==> src/hw/adc_seq_defs.svh <==
// constants for the converter sequencer control block
`ifndef ADC_SEQ_DEFS_SVH
`define ADC_SEQ_DEFS_SVH
`define FRAME_BITS        5'h10
`define CTRL_WRITE_POS    15
`define CTRL_SEQ_POS      14
`define CTRL_ADDR_HI      13
`define CTRL_ADDR_LO      10
`define CTRL_PM_HI        9
`define CTRL_PM_LO        8
`define CTRL_MASKSEL_POS  7
`define CTRL_RESET        11'h000
`define MASK_RESET        16'h0000
`define MUX_SWITCH_EDGE   5'h0E
`define WAKE_TIME_NS      1000
`define CLK_PERIOD_NS     20
`define WAKE_CYCLES       ((`WAKE_TIME_NS + `CLK_PERIOD_NS - 1) / `CLK_PERIOD_NS)
`endif

==> src/hw/adc_seq_pkg.sv <==
// types shared by the converter sequencer control block
package adc_seq_pkg;
    typedef enum logic [1:0]
    {
        PM_STANDBY  = 2'h0,
        PM_AUTO_OFF = 2'h1,
        PM_SHUTDOWN = 2'h2,
        PM_NORMAL   = 2'h3
    } power_mode_t;

    typedef struct packed
    {
        logic              sequence_control_bit;
        logic [3:0]        channel_address_field;
        power_mode_t       power_mode;
        logic              mask_select;
        logic              weak_drive;
        logic              range_sel;
        logic              coding_sel;
    } ctrl_t;

    typedef enum logic [2:0]
    {
        SQ_SINGLE = 3'h1,
        SQ_MASK   = 3'h2,
        SQ_CONSEC = 3'h4
    } seq_state_t;
endpackage : adc_seq_pkg

==> src/hw/adc_link_sampler.sv <==
// synchroniser and edge finder for the serial link pins
`timescale 1ns/1ps
module adc_link_sampler
(
    // clock and reset
    input  wire logic clk,
    input  wire logic rst_n,
    // raw pins
    input  wire logic sclk_pin,
    input  wire logic fs_pin,
    input  wire logic din_pin,
    // sampled outputs
    output logic      sclk_fall,
    output logic      fs_fall,
    output logic      fs_level,
    output logic      din
);
    logic [1:0] sclk_sync;
    logic [1:0] fs_sync;
    logic [1:0] din_sync;
    logic       sclk_prev;
    logic       fs_prev;

    always_ff @(posedge clk or negedge rst_n)
    begin
        if (!rst_n)
        begin
            sclk_sync <= 2'h3;
            fs_sync   <= 2'h3;
            din_sync  <= 2'h0;
            sclk_prev <= 1'h1;
            fs_prev   <= 1'h1;
        end
        else
        begin
            sclk_sync <= {sclk_sync[0], sclk_pin};
            fs_sync   <= {fs_sync[0], fs_pin};
            din_sync  <= {din_sync[0], din_pin};
            sclk_prev <= sclk_sync[1];
            fs_prev   <= fs_sync[1];
        end
    end

    assign sclk_fall = sclk_prev & ~sclk_sync[1];
    assign fs_fall   = fs_prev & ~fs_sync[1];
    assign fs_level  = fs_sync[1];
    assign din       = din_sync[1];
endmodule : adc_link_sampler

==> src/hw/adc_frame_shifter.sv <==
// serial-in shift register that gathers one 16-bit frame
`timescale 1ns/1ps
`include "adc_seq_defs.svh"
module adc_frame_shifter
(
    // clock and reset
    input  wire logic        clk,
    input  wire logic        rst_n,
    // sampled link
    input  wire logic        fs_fall,
    input  wire logic        fs_level,
    input  wire logic        sclk_fall,
    input  wire logic        din,
    // frame out
    output logic [15:0]      frame,
    output logic [4:0]       edge_count,
    output logic             frame_done
);
    logic [15:0] shift;
    logic        active;
    wire         take_bit = active & ~fs_level & sclk_fall;
    wire         last_bit = take_bit & (edge_count == `FRAME_BITS - 5'h01);

    always_ff @(posedge clk or negedge rst_n)
    begin
        if (!rst_n)
        begin
            shift      <= 16'h0000;
            frame      <= 16'h0000;
            edge_count <= 5'h00;
            active     <= 1'h0;
            frame_done <= 1'h0;
        end
        else
        begin
            frame_done <= last_bit;
            if (fs_fall)
            begin
                active     <= 1'h1;
                edge_count <= 5'h00;
            end
            else if (take_bit)
            begin
                // msb first
                shift      <= {shift[14:0], din};
                edge_count <= edge_count + 5'h01;
                if (last_bit)
                begin
                    frame  <= {shift[14:0], din};
                    active <= 1'h0;
                end
            end
        end
    end
endmodule : adc_frame_shifter

==> src/hw/adc_seq_ctrl.sv <==
// converter channel sequencer and control register
//
// Operation
// - the 4-bit channel address selects the input with that binary index
// - power field picks normal, shutdown, autoshutdown or autostandby
// - full shutdown keeps control contents until power field rewritten
// - autoshutdown powers off after each conversion; host waits wake time
// - autostandby keeps bias on and wakes within one dummy cycle
// - both sequence bits zero: each conversion uses the last written address
// - sequence 0 with mask select 1 makes next write load the mask
// - sequence 1 mask select 0 updates fields without stopping a sequence
// - both bits set: convert channels 0 up to address field, repeat
// - the 16-bit channel mask is write-only, never read back
// - mask shifts in msb first over 16 falling serial clock edges
// - mask captured only when prior control write chose mask loading
// - each mask bit enables one channel; enabled channels may be sparse
// - step enabled channels ascending per frame sync; stop on any write but sequence 1 mask select 0
// - control register updates only when the leading write bit is one
// - input mux switches on the fourteenth falling serial clock edge
`timescale 1ns/1ps
`include "adc_seq_defs.svh"
module adc_seq_ctrl
(
    // clock and reset
    input  wire logic        clk,
    input  wire logic        rstn,
    // serial link from the host
    input  wire logic        converter_serial_clock,
    input  wire logic        converter_frame_sync,
    input  wire logic        converter_serial_in,
    // converter control outputs
    output logic [3:0]       mux_channel,
    output logic [15:0]      channel_select,
    output logic             converter_powered,
    output logic             bias_powered,
    output logic             converter_ready,
    output logic             range_sel,
    output logic             coding_sel,
    output logic             weak_drive,
    output logic             mask_loaded
);
    logic [1:0]  rst_sync;
    wire         rst_n = rst_sync[1];

    always_ff @(posedge clk or negedge rstn)
    begin
        if (!rstn)
            rst_sync <= 2'h0;
        else
            rst_sync <= {rst_sync[0], 1'h1};
    end

    logic        sclk_fall;
    logic        fs_fall;
    logic        fs_level;
    logic        din;
    logic [15:0] frame;
    logic [4:0]  edge_count;
    logic        frame_done;

    adc_link_sampler u_sampler
    (
        .clk       (clk),
        .rst_n     (rst_n),
        .sclk_pin  (converter_serial_clock),
        .fs_pin    (converter_frame_sync),
        .din_pin   (converter_serial_in),
        .sclk_fall (sclk_fall),
        .fs_fall   (fs_fall),
        .fs_level  (fs_level),
        .din       (din)
    );

    adc_frame_shifter u_shifter
    (
        .clk        (clk),
        .rst_n      (rst_n),
        .fs_fall    (fs_fall),
        .fs_level   (fs_level),
        .sclk_fall  (sclk_fall),
        .din        (din),
        .frame      (frame),
        .edge_count (edge_count),
        .frame_done (frame_done)
    );

    // next channel above cur in mask, wrapping; holds cur when mask empty
    function automatic logic [3:0] next_in_mask(input logic [15:0] m,
                                                 input logic [3:0]  cur);
        logic [3:0] c;
        logic       found;
        next_in_mask = cur;
        found = 1'h0;
        for (int i = 1; i <= 16; i++)
        begin
            c = 4'(cur + i[3:0]);
            if (!found && m[c])
            begin
                next_in_mask = c;
                found = 1'h1;
            end
        end
    endfunction : next_in_mask

    adc_seq_pkg::ctrl_t      ctrl;
    adc_seq_pkg::seq_state_t state;
    logic [15:0]             channel_sequence_mask;  // no read path
    logic                    mask_pending;
    logic [3:0]              next_channel;
    logic                    conv_active;
    logic [5:0]              wake_count;

    wire adc_seq_pkg::ctrl_t frame_ctrl = adc_seq_pkg::ctrl_t'(frame[14:4]);
    wire write_bit   = frame[`CTRL_WRITE_POS];
    wire is_mask_fr  = frame_done & mask_pending;
    wire is_ctrl_wr  = frame_done & ~mask_pending & write_bit;
    wire new_seq     = frame_ctrl.sequence_control_bit;
    wire new_msel    = frame_ctrl.mask_select;
    wire keep_seq    = new_seq & ~new_msel;
    wire mux_switch  = sclk_fall & ~fs_level
                       & (edge_count == `MUX_SWITCH_EDGE - 5'h01);
    wire [3:0] consec_next   =
        (next_channel >= ctrl.channel_address_field) ? 4'h0
                                                      : next_channel + 4'h1;

    // control register and mask capture
    always_ff @(posedge clk or negedge rst_n)
    begin
        if (!rst_n)
        begin
            ctrl                  <= adc_seq_pkg::ctrl_t'(`CTRL_RESET);
            channel_sequence_mask <= `MASK_RESET;
            mask_pending          <= 1'h0;
        end
        else if (is_mask_fr)
        begin
            channel_sequence_mask <= frame;
            mask_pending          <= 1'h0;
        end
        else if (is_ctrl_wr)
        begin
            ctrl         <= frame_ctrl;
            mask_pending <= ~new_seq & new_msel;
        end
    end

    // sequencer state and next channel
    always_ff @(posedge clk or negedge rst_n)
    begin
        if (!rst_n)
        begin
            state        <= adc_seq_pkg::SQ_SINGLE;
            next_channel <= 4'h0;
        end
        else if (is_mask_fr)
        begin
            state        <= adc_seq_pkg::SQ_MASK;
            // parked on 15 so the next frame sync lands on the lowest
            // enabled channel; an empty mask keeps the old channel
            next_channel <= (frame == 16'h0000) ? next_channel : 4'hF;
        end
        else if (is_ctrl_wr && !keep_seq)
        begin
            case ({new_seq, new_msel})
                2'h3:
                begin
                    state        <= adc_seq_pkg::SQ_CONSEC;
                    // parked on the last channel so the first step wraps to 0
                    next_channel <= frame_ctrl.channel_address_field;
                end
                default:
                begin
                    state        <= adc_seq_pkg::SQ_SINGLE;
                    next_channel <= frame_ctrl.channel_address_field;
                end
            endcase
        end
        else if (fs_fall)
        begin
            case (state)
                adc_seq_pkg::SQ_MASK:
                    next_channel <= next_in_mask(channel_sequence_mask,
                                                 next_channel);
                adc_seq_pkg::SQ_CONSEC:
                    next_channel <= consec_next;
                adc_seq_pkg::SQ_SINGLE:
                    next_channel <= next_channel;
                default:
                    state <= adc_seq_pkg::SQ_SINGLE;
            endcase
        end
    end

    // mux follows the pending channel on the fourteenth falling edge
    always_ff @(posedge clk or negedge rst_n)
    begin
        if (!rst_n)
            mux_channel <= 4'h0;
        else if (mux_switch)
            mux_channel <= next_channel;
    end

    // power sequencing: conversion runs from frame sync to frame end
    always_ff @(posedge clk or negedge rst_n)
    begin
        if (!rst_n)
        begin
            conv_active <= 1'h0;
            wake_count  <= 6'h00;
        end
        else
        begin
            if (fs_fall)
                conv_active <= 1'h1;
            else if (frame_done)
                conv_active <= 1'h0;
            if (!converter_powered)
                wake_count <= 6'h00;
            else if (wake_count != 6'(`WAKE_CYCLES))
                wake_count <= wake_count + 6'h01;
        end
    end

    wire pm_normal  = ctrl.power_mode == adc_seq_pkg::PM_NORMAL;
    wire pm_off     = ctrl.power_mode == adc_seq_pkg::PM_SHUTDOWN;
    wire pm_standby = ctrl.power_mode == adc_seq_pkg::PM_STANDBY;

    assign converter_powered = pm_normal | (!pm_off & conv_active);
    assign bias_powered      = !pm_off
                               & (converter_powered | pm_standby);
    // normal mode needs no wake-up wait
    assign converter_ready   = pm_normal
                               | (converter_powered
                                  & wake_count == 6'(`WAKE_CYCLES));
    assign channel_select    = 16'h0001 << mux_channel;
    assign range_sel         = ctrl.range_sel;
    assign coding_sel        = ctrl.coding_sel;
    assign weak_drive        = ctrl.weak_drive;
    assign mask_loaded       = state == adc_seq_pkg::SQ_MASK;
endmodule : adc_seq_ctrl

==> config.mk <==
export PLATFORM = sky130hd
export DESIGN_NAME = adc_seq_ctrl
export DESIGN_NICKNAME = d
export VERILOG_FILES = /design/src/hw/adc_seq_pkg.sv /design/src/hw/adc_link_sampler.sv /design/src/hw/adc_frame_shifter.sv /design/src/hw/adc_seq_ctrl.sv
export VERILOG_INCLUDE_DIRS = /design/src /design/src/hw
export SDC_FILE = /design/constraint.sdc
export NUM_CORES = 1
export LEC_CHECK = 0
export BUFFER_PORTS_ARGS = -buffer_cell sky130_fd_sc_hd__buf_4
export CAP_MARGIN = 20
export CORE_ASPECT_RATIO = 0.5
export CORE_MARGIN = 2
export CORE_UTILIZATION = 30
export CTS_CLUSTER_SIZE = 25
export DETAILED_ROUTE_END_ITERATION = 7
export PLACE_DENSITY = 0.47
export SYNTH_ARGS = -nofsm -noshare
export SYNTH_HDL_FRONTEND = slang
export SYNTH_SLANG_ARGS = --single-unit
==> constraint.sdc <==
create_clock -name clk -period 4.7 [get_ports clk]
set_clock_uncertainty 0.2 [all_clocks]
set_input_delay 0.235 -clock clk [delete_from_list [all_inputs] [get_ports clk]]
set_output_delay 0.235 -clock clk [all_outputs]
set_load 0.01 [all_outputs]
==> impl_metrics.sql, run 1 <==
INSERT INTO impl_metrics (metric_group, metric, value, unit) VALUES
('cts', 'clk_latency', '0.34', 'ns'),
('yosys', 'ys_seq_elements', '92', ''),
('cts', 'ctsHtreeMaxLevel', '3', ''),
('yosys', 'synthCells', '647', ''),
('critical_path', 'crit_type', 'register to register', ''),
('cells_and_area', 'syn2layout_area_growth', '16.0', '%'),
('cts', 'cts_tree', 'built', ''),
('yosys', 'synthDominantCellAreaShare', '34.1', '%'),
('die', 'die_h', '106', 'um'),
('sta', 'sum_of_negative_setup_slack', '0', 'ns'),
('global_route', 'global_route_usage_sum', '16.4', '%'),
('die', 'die-area', '0.0220', 'mm^2'),
('detailed_routing', 'drt_iter0_drc', '370', ''),
('die', 'io_pins', '32', ''),
('detailed_routing', 'remaining_drc_errors', '0', ''),
('die', 'chipWidth', '208', 'um'),
('pwr', 'power_density', '248', 'mW/mm^2'),
('pwr', 'power_frac_seq', '49.5', '%'),
('sta', 'timing.max_slew.rel_slack', '32.8', '%'),
('die', 'row_count', '37', ''),
('cells_and_area', 'stdcell_count', '966', ''),
('cells_and_area', 'mostFrequentLayoutCell', 'sky130_fd_sc_hd__nand2_1', ''),
('sta', 'hold_violations', '0', ''),
('critical_path', 'cpLargestDelayFamily', 'simple AND/OR/NAND/NOR gates', ''),
('pwr', 'irDropWorstVdd', '0.000163', 'V'),
('yosys', 'syn-mean-instance-area', '9.65', 'um^2'),
('yosys', 'synth_ff_type', 'sky130_fd_sc_hd__dfrtp_1', ''),
('place', 'gp_routability_congestion', '0.939', ''),
('pwr', 'switching_share', '21.8', '%'),
('global_route', 'grt_max_degree', '47', ''),
('cts', 'clk_pin_slew_worst_paths', '0.06', 'ns'),
('cells_and_area', 'layout-drive-gt1-share', '23.1', '%'),
('yosys', 'proportion_of_synthesized_chip_area_in_sequential_cells', '37.0', '%'),
('cts', 'post_cts.repair.setup_buffers', '0', ''),
('sta', 'timing.final.crit_share', '92.6', '%'),
('sta', 'fmax', '230', 'MHz'),
('global_route', 'antenna_found_initial', '0', ''),
('pwr', 'post-layout-total-power', '1.79', 'mW'),
('critical_path', 'timing.critical_path.required', '4.70', 'ns'),
('detailed_routing', 'wirelength', '17.8', 'mm'),
('place', 'placed_cells_incl_taps', '945', ''),
('critical_path', 'cp_slowest_stage_delay', '0.67', 'ns'),
('sta', 'rsz0062_at_grt', 'no', ''),
('pwr', 'total_leakage_power', '3.23', 'nW'),
('place', 'place.port_buffers', '31', ''),
('yosys', 'synth.net_count', '669', ''),
('yosys', 'synth_cell_type_count', '76', ''),
('cts', 'cts_buffer_depth', '2', ''),
('critical_path', 'critPathLaunchType', 'register', ''),
('critical_path', 'worst_ep_arrival_time', '4.35', 'ns'),
('yosys', 'synth_top_area_cell', 'sky130_fd_sc_hd__dfrtp_1', ''),
('detailed_routing', 'detailroute.via_count', '5315', ''),
('critical_path', 'critical_path_peak_fanout', '9', ''),
('job', 'max_cap_violations', '0', ''),
('cts', 'cts-buffers-inserted', '9', ''),
('yosys', 'yosys_warnings', '0', ''),
('sta', 'finalCriticalPeriod', '4.35', 'ns'),
('cells_and_area', 'mostFrequentLayoutCells', '136 x sky130_fd_sc_hd__nand2_1, 84 x sky130_fd_sc_hd__dfrtp_1, 55 x sky130_fd_sc_hd__buf_4', ''),
('die', 'floorplan.core_area', '0.0205', 'mm^2'),
('yosys', 'synth-async-reset-ratio', '100', '%'),
('pwr', 'power_frac_comb', '6.0', '%'),
('place', 'detailedPlacementHpwl', '13.2', 'mm'),
('pwr', 'intPower', '1.40', 'mW'),
('pwr', 'power.share.clock', '44.5', '%'),
('detailed_routing', 'ant_nets', '0', ''),
('detailed_routing', 'drt-pass1-iter-count', '5', ''),
('cts', 'clockRootBuffer', 'sky130_fd_sc_hd__clkbuf_16', ''),
('status', 'outcome', 'completed', ''),
('critical_path', 'timing.critical_path.buf_inv', '1', ''),
('global_route', 'via_count_of_the_first_global_routing_pass', '5121', ''),
('detailed_routing', 'drt-vias-per-instance', '5.50', '');
## flip-flops by register name, indices dropped and copies added (netlist names), 2 cells and up
register               cells
ctrl                       6
channel_sequence_mask     16
u_shifter.edge_count       5
u_shifter.frame           16
u_shifter.shift           15
mux_channel                4
u_sampler.din_sync         2
u_sampler.sclk_sync        2
wake_count                 6
rst_sync                   2
next_channel               4
state                      3
u_sampler.fs_sync          2
## synth_stat cells (4+ instances only)
library cell and n:
sky130_fd_sc_hd__ha_1 17, sky130_fd_sc_hd__o211ai_1 4, sky130_fd_sc_hd__buf_2 8, sky130_fd_sc_hd__dfrtp_1 85, sky130_fd_sc_hd__nor3_1 21, sky130_fd_sc_hd__o22ai_1 4, sky130_fd_sc_hd__clkbuf_1 16, sky130_fd_sc_hd__mux2i_1 24
sky130_fd_sc_hd__nor2_1 32, sky130_fd_sc_hd__o31ai_1 5, sky130_fd_sc_hd__inv_1 24, sky130_fd_sc_hd__nor4_1 11, sky130_fd_sc_hd__mux4_2 26, sky130_fd_sc_hd__nand2_1 136, sky130_fd_sc_hd__dfstp_2 7, sky130_fd_sc_hd__nand2b_1 10
sky130_fd_sc_hd__xnor2_1 7, sky130_fd_sc_hd__mux2_2 43, sky130_fd_sc_hd__o21ai_1 4, sky130_fd_sc_hd__nand3_1 18, sky130_fd_sc_hd__a21oi_1 22, sky130_fd_sc_hd__and2_1 4, sky130_fd_sc_hd__o21ai_0 22, sky130_fd_sc_hd__nand4_1 8
sky130_fd_sc_hd__xor2_1 7
## layer usage
metal  vias to the layer above  part of all wire (%)  global-route usage, %
met2                       169                    45                   25.6
met5                         -                     0                      0
met4                         0                   2.4                   5.72
met3                        29                   4.9                   2.75
li1                       2448                     -                      -
met1                      2669                    47                   23.2
## logic make-up (layout without fill, tap and decap cells)
group | after synthesis | after routing | share of synthesized area, %
XOR/XNOR | 14 | 14 | 1.96
flip-flops | 92 | 92 | 37.0
AND/OR/NAND/NOR | 267 | 267 | 20.2
AO/OA/AOI/OAI | 107 | 107 | 12.0
adder cells (fa/ha/maj) | 17 | 17 | 3.41
buffers and inverters | 55 | 101 | 3.89
other | 1 | 1 | 0.0601
multiplexers | 94 | 94 | 21.4
## cell type report
| cell class | instances | area (um^2) |
|---|---|---|
| multi-input cells | 500 | 3690 |
| clock inverters | 4 | 70.1 |
| inverters | 25 | 93.8 |
| fillers | 2115 | 13200 |
| flip-flops and latches | 92 | 2310 |
| clock buffers | 12 | 267 |
| well taps | 273 | 342 |
| repair buffers | 60 | 463 |
## repair_timing
action,4_1_cts,5_1_grt
hold endpoints to repair,5,0
hold buffers,5,0
resized for setup,0,0
## through the flow
| stage | setup slack (ns) | hold slack, ns | utilization [%] |
|---|---|---|---|
| after global placement | 0.342 | -0.180 | 33.5 |
| after floorplan | 0.199 | -0.261 | - |
| after detailed placement | 0.342 | -0.178 | 33.5 |
| after global routing | 0.106 | 0.162 | 35.4 |
| final | 0.346 | 0.147 | 35.4 |
| after CTS | 0.323 | 0.151 | 35.4 |
## power groups by stage
stage               clock [mW]  combinational, mW  sequential, mW
floorplan                    0             0.0797           0.895
global placement             0              0.104           0.901
detailed placement           0              0.106           0.902
CTS                      0.824              0.110           0.887
global route             0.869              0.128           0.897
finish                   0.799              0.107           0.887
## worst reg2reg max path, stage by stage, from the launching register on
cell,delay (ns)
sky130_fd_sc_hd__dfrtp_1,0.36
sky130_fd_sc_hd__inv_2,0.11
sky130_fd_sc_hd__ha_1,0.49
sky130_fd_sc_hd__mux4_2,0.45
sky130_fd_sc_hd__nor4b_1,0.20
sky130_fd_sc_hd__or4_1,0.67
sky130_fd_sc_hd__or3_1,0.56
sky130_fd_sc_hd__nor3_1,0.31
sky130_fd_sc_hd__o21ai_1,0.09
sky130_fd_sc_hd__a21bo_2,0.19
sky130_fd_sc_hd__a21oi_1,0.07
sky130_fd_sc_hd__o31ai_1,0.34
sky130_fd_sc_hd__a31oi_1,0.15
## worst paths after layout
path | depth (start not counted) | from | slack (ns) | to
min in group clk | 0 | u_sampler.din_sync[0]$_DFF_PN0_ | 0.15 | u_sampler.din_sync[1]$_DFF_PN0_
setup / recovery | 12 | next_channel[0]$_DFFE_PN0P_ | 0.35 | next_channel[2]$_DFFE_PN0P_
setup reg to reg | 12 | next_channel[0]$_DFFE_PN0P_ | 0.35 | next_channel[2]$_DFFE_PN0P_
hold / removal | 0 | rst_sync[1]$_DFF_PN0_ | 0.15 | wake_count[3]$_DFFE_PN0N_
hold reg to reg | 0 | rst_sync[1]$_DFF_PN0_ | 0.15 | wake_count[3]$_DFFE_PN0N_
max in group asynchronous | 1 | rst_sync[1]$_DFF_PN0_ | 3.13 | u_shifter.active$_DFFE_PN0P_
Note: power is estimated with default switching activity, not from simulation.
==> inputs of run 2 (changes only) <==
--- a/config.mk
+++ b/config.mk
@@ -6,14 +6,13 @@
 export SDC_FILE = /design/constraint.sdc
 export NUM_CORES = 1
 export LEC_CHECK = 0
-export BUFFER_PORTS_ARGS = -buffer_cell sky130_fd_sc_hd__buf_4
 export CAP_MARGIN = 20
 export CORE_ASPECT_RATIO = 0.5
-export CORE_MARGIN = 2
 export CORE_UTILIZATION = 30
 export CTS_CLUSTER_SIZE = 25
 export DETAILED_ROUTE_END_ITERATION = 7
-export PLACE_DENSITY = 0.47
+export DONT_BUFFER_PORTS = 1
+export PLACE_DENSITY = 0.46
 export SYNTH_ARGS = -nofsm -noshare
 export SYNTH_HDL_FRONTEND = slang
 export SYNTH_SLANG_ARGS = --single-unit
==> run 2 against run 1 <==
- core utilization down 0.14 points
- flip-flop and latch count unchanged
- count of clock-buffer cells in the layout unchanged
- hold slack better by 0.0030 ns
- largest cell class unchanged
==> impl_metrics.sql, run 2 (same netlist as run 1, synthesis figures left out) <==
INSERT INTO impl_metrics (metric_group, metric, value, unit) VALUES
('status', 'outcome', 'completed', ''),
('critical_path', 'critical_path_peak_fanout', '25', ''),
('detailed_routing', 'drt-vias-per-instance', '5.49', ''),
('place', 'detailedPlacementHpwl', '13.0', 'mm'),
('sta', 'rsz0062_at_grt', 'no', ''),
('cts', 'cts_buffer_depth', '2', ''),
('cts', 'cts_tree', 'built', ''),
('detailed_routing', 'drt-pass1-iter-count', '5', ''),
('cells_and_area', 'mostFrequentLayoutCells', '136 x sky130_fd_sc_hd__nand2_1, 84 x sky130_fd_sc_hd__dfrtp_1, 43 x sky130_fd_sc_hd__mux2_2', ''),
('detailed_routing', 'avgRoutedWirePerCell', '18.7', 'um'),
('cells_and_area', 'stdcell_count', '933', ''),
('sta', 'max_slew.worst_pin.slew', '0.871', 'ns'),
('cells_and_area', 'antenna_cells_inserted', '0', ''),
('cells_and_area', 'final_net_count', '684', ''),
('cells_and_area', 'mostFrequentLayoutCell', 'sky130_fd_sc_hd__nand2_1', ''),
('pwr', 'power_density', '251', 'mW/mm^2'),
('cts', 'ctsHtreeMaxLevel', '3', ''),
('global_route', 'use_met3', '2.69', '%'),
('cts', 'cts-buffers-inserted', '9', ''),
('die', 'chipWidth', '206', 'um'),
('hold_path', 'worstHoldPathType', 'register to register', ''),
('detailed_routing', 'drt_iter0_drc', '458', ''),
('detailed_routing', 'ant_nets', '0', ''),
('sta', 'fmax', '232', 'MHz'),
('cts', 'cts_num_sinks', '92', ''),
('global_route', 'grt_max_degree', '69', ''),
('global_route', 'grtUsageMet1', '25.3', '%'),
('cts', 'clockRootBuffer', 'sky130_fd_sc_hd__clkbuf_16', ''),
('sta', 'timing.max_slew.rel_slack', '42.0', '%'),
('pwr', 'irDropWorstVdd', '0.000160', 'V'),
('cts', 'clk_pin_slew_worst_paths', '0.06', 'ns'),
('place', 'place.port_buffers', '0', ''),
('sta', 'timing.final.crit_share', '91.6', '%'),
('critical_path', 'cp_slowest_stage_delay', '0.49', 'ns'),
('die', 'io_pins', '32', ''),
('sta', 'sum_of_negative_setup_slack', '0', 'ns'),
('global_route', 'grt_most_used_layer', 'met1', ''),
('global_route', 'grt_pass1_wl', '28.1', 'mm'),
('critical_path', 'worst_path_max_delay_cell', 'sky130_fd_sc_hd__and4_1', ''),
('critical_path', 'r2r_slack', '0.40', 'ns'),
('place', 'placed_inst_area', '0.00664', 'mm^2'),
('critical_path', 'worstPathCellList', 'buf_4 -> ha_1 -> xor2_1 -> buf_4 -> mux2_2 -> mux2_2 -> nor3_1 -> and4_1 -> nand2_1 -> o311a_1 -> o221a_1 -> o21ai_1 -> nand2_1', ''),
('pwr', 'post-layout-total-power', '1.76', 'mW'),
('cells_and_area', 'layout-drive-gt1-share', '19.8', '%'),
('die', 'start_util', '31.4', '%'),
('place', 'placed_cells_incl_taps', '911', ''),
('global_route', 'antenna_found_initial', '0', ''),
('cells_and_area', 'design_area', '0.00702', 'mm^2'),
('pwr', 'total_leakage_power', '3.08', 'nW'),
('sta', 'report.final.slew_viol_count', '0', ''),
('global_route', 'grt_overflow', '0', ''),
('cells_and_area', 'syn2layout_area_growth', '12.4', '%'),
('critical_path', 'worst_ep_arrival_time', '4.32', 'ns'),
('global_route', 'grt.met2_usage', '24.7', '%'),
('detailed_routing', 'detailroute.via_count', '5119', ''),
('cells_and_area', 'num-fill-cells', '2065', ''),
('global_route', 'global_route_usage_sum', '16.7', '%'),
('die', 'row_count', '36', ''),
('place', 'gp_routability_congestion', '1.00', ''),
('detailed_routing', 'remaining_drc_errors', '0', ''),
('critical_path', 'crit_type', 'register to register', ''),
('critical_path', 'timing.critical_path.required', '4.72', 'ns'),
('cts', 'clk_latency', '0.33', 'ns'),
('die', 'die-area', '0.0214', 'mm^2'),
('sta', 'finalCriticalPeriod', '4.30', 'ns'),
('job', 'max_cap_violations', '0', ''),
('sta', 'final.hold.worst_slack', '0.150', 'ns'),
('detailed_routing', 'wirelength', '17.4', 'mm'),
('cells_and_area', 'layout_top_registers', 'channel_sequence_mask (16), u_shifter.frame (16), u_shifter.shift (15)', ''),
('global_route', 'via_count_of_the_first_global_routing_pass', '4819', ''),
('sta', 'report.final.setup_viol', '0', ''),
('die', 'die_h', '104', 'um'),
('die', 'floorplan.core_area', '0.0199', 'mm^2'),
('critical_path', 'worstSetupEndpointType', 'register', ''),
('cts', 'post_cts.repair.setup_buffers', '0', ''),
('sta', 'hold_violations', '0', ''),
('critical_path', 'critPathLaunchType', 'register', '');
[run 2: final timing paths]
path                                                          to  depth (start not counted)                       startpoint
worst max-delay path                 next_channel[3]$_DFFE_PN0P_                         13      next_channel[0]$_DFFE_PN0P_
worst min-delay path             u_sampler.din_sync[1]$_DFF_PN0_                          0  u_sampler.din_sync[0]$_DFF_PN0_
worst max register to register       next_channel[3]$_DFFE_PN0P_                         13      next_channel[0]$_DFFE_PN0P_
worst min register to register   u_sampler.din_sync[1]$_DFF_PN0_                          0  u_sampler.din_sync[0]$_DFF_PN0_
max in group asynchronous       u_sampler.sclk_sync[1]$_DFF_PN1_                          1            rst_sync[1]$_DFF_PN0_
min in group asynchronous              wake_count[3]$_DFFE_PN0N_                          0            rst_sync[1]$_DFF_PN0_
[run 2: repair_timing]
action / in CTS / in global routing
hold buffers: 5 / 0
gates resized for setup: 0 / 0
endpoints found under the setup margin: 0 / 0
hold endpoints to repair: 5 / 0
[run 2: through the flow]
step | util, % | setup slack [ns]
final | 35.2 | 0.397
after global routing | 35.2 | 0.123
after CTS | 35.2 | 0.435
after detailed placement | 33.4 | 0.454
after global placement | 33.4 | 0.480
after floorplan | - | 0.199
[run 2: layout make-up]
class / instances / area, um^2 / area share (%)
clock inverter: 4 / 73.8 / 1.05
sequential: 92 / 2310 / 33.0
multi-input combinational: 500 / 3690 / 52.6
tap: 266 / 333 / 4.74
inverter: 25 / 93.8 / 1.34
timing repair buffer: 34 / 265 / 3.78
clock buffer: 12 / 246 / 3.51
[run 2: metal layers]
metal,up-vias,share of wire [%]
met3,24,5.8
met1,2516,49
li1,2398,-
met2,181,44
met5,-,0
met4,0,1.5
[run 2: power breakdown]
group          total, mW  leakage (nW)  internal, mW  switching [mW]
Sequential         0.891          1.22         0.840          0.0505
Combinational      0.101          1.70        0.0521          0.0485
Clock              0.770         0.157         0.481           0.289
Total               1.76          3.08          1.37           0.388
[run 2: worst max-delay path, delay by kind of cell, from the launching register on]
kind                     cells  cell delay (ns)
AND/OR/NAND/NOR              4             1.06
XOR/XNOR                     1             0.25
multiplexers                 2             0.68
AO/OA/AOI/OAI                3             0.64
flip-flops                   1             0.35
adder cells (fa/ha/maj)      1             0.45
buffers and inverters        2             0.55
==> inputs of run 3 (changes only) <==
--- a/config.mk
+++ b/config.mk
@@ -13,6 +13,7 @@
 export DETAILED_ROUTE_END_ITERATION = 7
 export DONT_BUFFER_PORTS = 1
 export PLACE_DENSITY = 0.46
+export REMOVE_ABC_BUFFERS = 1
 export SYNTH_ARGS = -nofsm -noshare
 export SYNTH_HDL_FRONTEND = slang
 export SYNTH_SLANG_ARGS = --single-unit
==> run 3 against run 2 <==
- non-clock buffer count unchanged
- power decreased by 0.45%
- register-to-register slack about the same
- first-iteration DRC count increased by 1.5%
- core utilization about the same
- combinational power about the same
- sequential share of layout area about the same
- count of clock-buffer cells in the layout unchanged
- sequential power about the same
- routed wire length increased by 1.5%
- critical path depth unchanged
- largest power group unchanged
- highest routed layer unchanged
==> impl_metrics.sql, run 3 (same netlist as run 1, synthesis figures left out) <==
INSERT INTO impl_metrics (metric_group, metric, value, unit) VALUES
('sta', 'final.hold.worst_slack', '0.153', 'ns'),
('cts', 'ctsHtreeMaxLevel', '3', ''),
('critical_path', 'crit_type', 'register to register', ''),
('detailed_routing', 'wirelength', '17.7', 'mm'),
('cells_and_area', 'layout-drive-gt1-share', '19.6', '%'),
('critical_path', 'timing.critical_path.required', '4.70', 'ns'),
('place', 'place.port_buffers', '0', ''),
('global_route', 'grt_overflow', '0', ''),
('pwr', 'power_density', '250', 'mW/mm^2'),
('sta', 'fmax', '232', 'MHz'),
('critical_path', 'critical-path-top-cell-by-count', 'sky130_fd_sc_hd__buf_4', ''),
('place', 'gp_routability_congestion', '0.959', ''),
('hold_path', 'worstHoldPathType', 'register to register', ''),
('die', 'floorplan.core_area', '0.0199', 'mm^2'),
('detailed_routing', 'detailroute.via_count', '5097', ''),
('sta', 'sum_of_negative_setup_slack', '0', 'ns'),
('die', 'chipWidth', '206', 'um'),
('cts', 'cts_num_sinks', '92', ''),
('cells_and_area', 'final_net_count', '684', ''),
('sta', 'report.final.setup_viol', '0', ''),
('global_route', 'grt_pass1_wl', '28.6', 'mm'),
('pwr', 'irDropWorstVdd', '0.000194', 'V'),
('critical_path', 'rr_worst_depth', '13', ''),
('global_route', 'antenna_found_initial', '0', ''),
('pwr', 'total_leakage_power', '3.08', 'nW'),
('cells_and_area', 'mostFrequentLayoutCells', '136 x sky130_fd_sc_hd__nand2_1, 84 x sky130_fd_sc_hd__dfrtp_1, 43 x sky130_fd_sc_hd__mux2_2', ''),
('cts', 'post_cts.repair.setup_buffers', '0', ''),
('critical_path', 'worst_path_max_delay_cell', 'sky130_fd_sc_hd__or4_1', ''),
('cells_and_area', 'num-fill-cells', '2067', ''),
('die', 'row_count', '36', ''),
('global_route', 'global_route_usage_sum', '17.3', '%'),
('detailed_routing', 'ant_nets', '0', ''),
('cells_and_area', 'antenna_cells_inserted', '0', ''),
('detailed_routing', 'avgRoutedWirePerCell', '19.0', 'um'),
('critical_path', 'worstPathCellList', 'buf_4 -> ha_1 -> xor2_1 -> buf_4 -> o211a_1 -> or4_1 -> or3_1 -> nor3_1 -> o21ai_1 -> a21bo_2 -> a21oi_1 -> o31ai_1 -> a31oi_1', ''),
('critical_path', 'worstSetupEndpointType', 'register', ''),
('cts', 'clk_pin_slew_worst_paths', '0.06', 'ns'),
('status', 'outcome', 'completed', ''),
('global_route', 'grtUsageMet1', '25.1', '%'),
('critical_path', 'critPathLaunchType', 'register', ''),
('cts', 'cts_tree', 'built', ''),
('sta', 'rsz0062_at_grt', 'no', ''),
('critical_path', 'r2r_slack', '0.39', 'ns'),
('cts', 'cts-buffers-inserted', '9', ''),
('sta', 'timing.final.crit_share', '91.8', '%'),
('sta', 'finalCriticalPeriod', '4.31', 'ns'),
('sta', 'timing.max_slew.rel_slack', '43.5', '%'),
('detailed_routing', 'drt_iter0_drc', '465', ''),
('critical_path', 'cp_slowest_stage_delay', '0.64', 'ns'),
('global_route', 'grt_most_used_layer', 'met2', ''),
('global_route', 'grt_max_degree', '55', ''),
('cells_and_area', 'mostFrequentLayoutCell', 'sky130_fd_sc_hd__nand2_1', ''),
('place', 'detailedPlacementHpwl', '13.1', 'mm'),
('global_route', 'grt.met2_usage', '26.1', '%'),
('detailed_routing', 'drt-pass1-iter-count', '7', ''),
('sta', 'max_slew.worst_pin.slew', '0.848', 'ns'),
('cells_and_area', 'syn2layout_area_growth', '12.3', '%'),
('sta', 'report.final.slew_viol_count', '0', ''),
('cts', 'clk_latency', '0.34', 'ns'),
('cells_and_area', 'layout_top_registers', 'channel_sequence_mask (16), u_shifter.frame (16), u_shifter.shift (15)', ''),
('critical_path', 'critical_path_peak_fanout', '26', ''),
('die', 'io_pins', '32', ''),
('cts', 'cts_buffer_depth', '2', ''),
('job', 'max_cap_violations', '0', ''),
('global_route', 'via_count_of_the_first_global_routing_pass', '4889', ''),
('detailed_routing', 'drt-vias-per-instance', '5.46', ''),
('cts', 'cts_resized', '0', ''),
('die', 'start_util', '31.4', '%'),
('die', 'die_h', '104', 'um'),
('critical_path', 'worst_ep_arrival_time', '4.31', 'ns'),
('detailed_routing', 'remaining_drc_errors', '0', ''),
('die', 'die-area', '0.0214', 'mm^2'),
('hold_path', 'hold_depth', '0', ''),
('sta', 'hold_violations', '0', ''),
('global_route', 'use_met3', '3.35', '%'),
('cts', 'clockRootBuffer', 'sky130_fd_sc_hd__clkbuf_16', '');
run 3: critical path: cells and delay by family (launching register included):
kind / cells / cell delay (ns)
AND/OR/NAND/NOR: 3 / 1.50
AO/OA/AOI/OAI: 6 / 0.99
buffers and inverters: 2 / 0.57
adder cells (fa/ha/maj): 1 / 0.41
flip-flops: 1 / 0.35
XOR/XNOR: 1 / 0.14
run 3: area by class of cell:
| type | count | area (um^2) | area share (%) |
|---|---|---|---|
| multi-input combinational | 500 | 3690 | 52.6 |
| timing repair buffer | 34 | 268 | 3.82 |
| clock buffer | 12 | 236 | 3.37 |
| tap | 266 | 333 | 4.75 |
| clock inverter | 4 | 73.8 | 1.05 |
| sequential | 92 | 2310 | 33.0 |
| inverter | 25 | 93.8 | 1.34 |
run 3: path summary, 6_finish.rpt:
path,startpoint,to
min in group asynchronous,rst_sync[1]$_DFF_PN0_,u_shifter.edge_count[0]$_DFFE_PN0P_
worst min-delay path,rst_sync[0]$_DFF_PN0_,rst_sync[1]$_DFF_PN0_
worst max register to register,next_channel[1]$_DFFE_PN0P_,next_channel[2]$_DFFE_PN0P_
worst max-delay path,next_channel[1]$_DFFE_PN0P_,next_channel[2]$_DFFE_PN0P_
worst min register to register,rst_sync[0]$_DFF_PN0_,rst_sync[1]$_DFF_PN0_
max in group asynchronous,rst_sync[1]$_DFF_PN0_,channel_sequence_mask[4]$_DFFE_PN0P_
run 3: stage by stage:
step	instance area (um^2)	instances	power (mW)	util, %	setup WS, ns
2_1_floorplan	6090	617	0.975	-	-0.0212
3_3_place_gp	6640	911	1.00	33.4	0.447
3_5_place_dp	6650	912	1.00	33.4	0.439
4_1_cts	7010	933	1.78	35.2	0.444
5_1_grt	7010	933	1.84	35.2	0.158
6_report	7010	933	1.75	35.2	0.386
run 3: timing repair:
action                                  in CTS  in global routing
hold buffers                                 5                  0
hold endpoints to repair                     5                  0
endpoints found under the setup margin       0                  0
run 3: metal layers:
layer  wire length, um  vias up
met4               319        0
met1              8590     2522
met5                 0        -
met2              7830      143
li1                  -     2403
met3               973       29
run 3: report_power, final:
group	internal [mW]	leakage, nW	switching [mW]
sequential	0.840	1.22	0.0495
clock	0.467	0.151	0.298
combinational	0.0514	1.70	0.0481
total	1.36	3.08	0.395
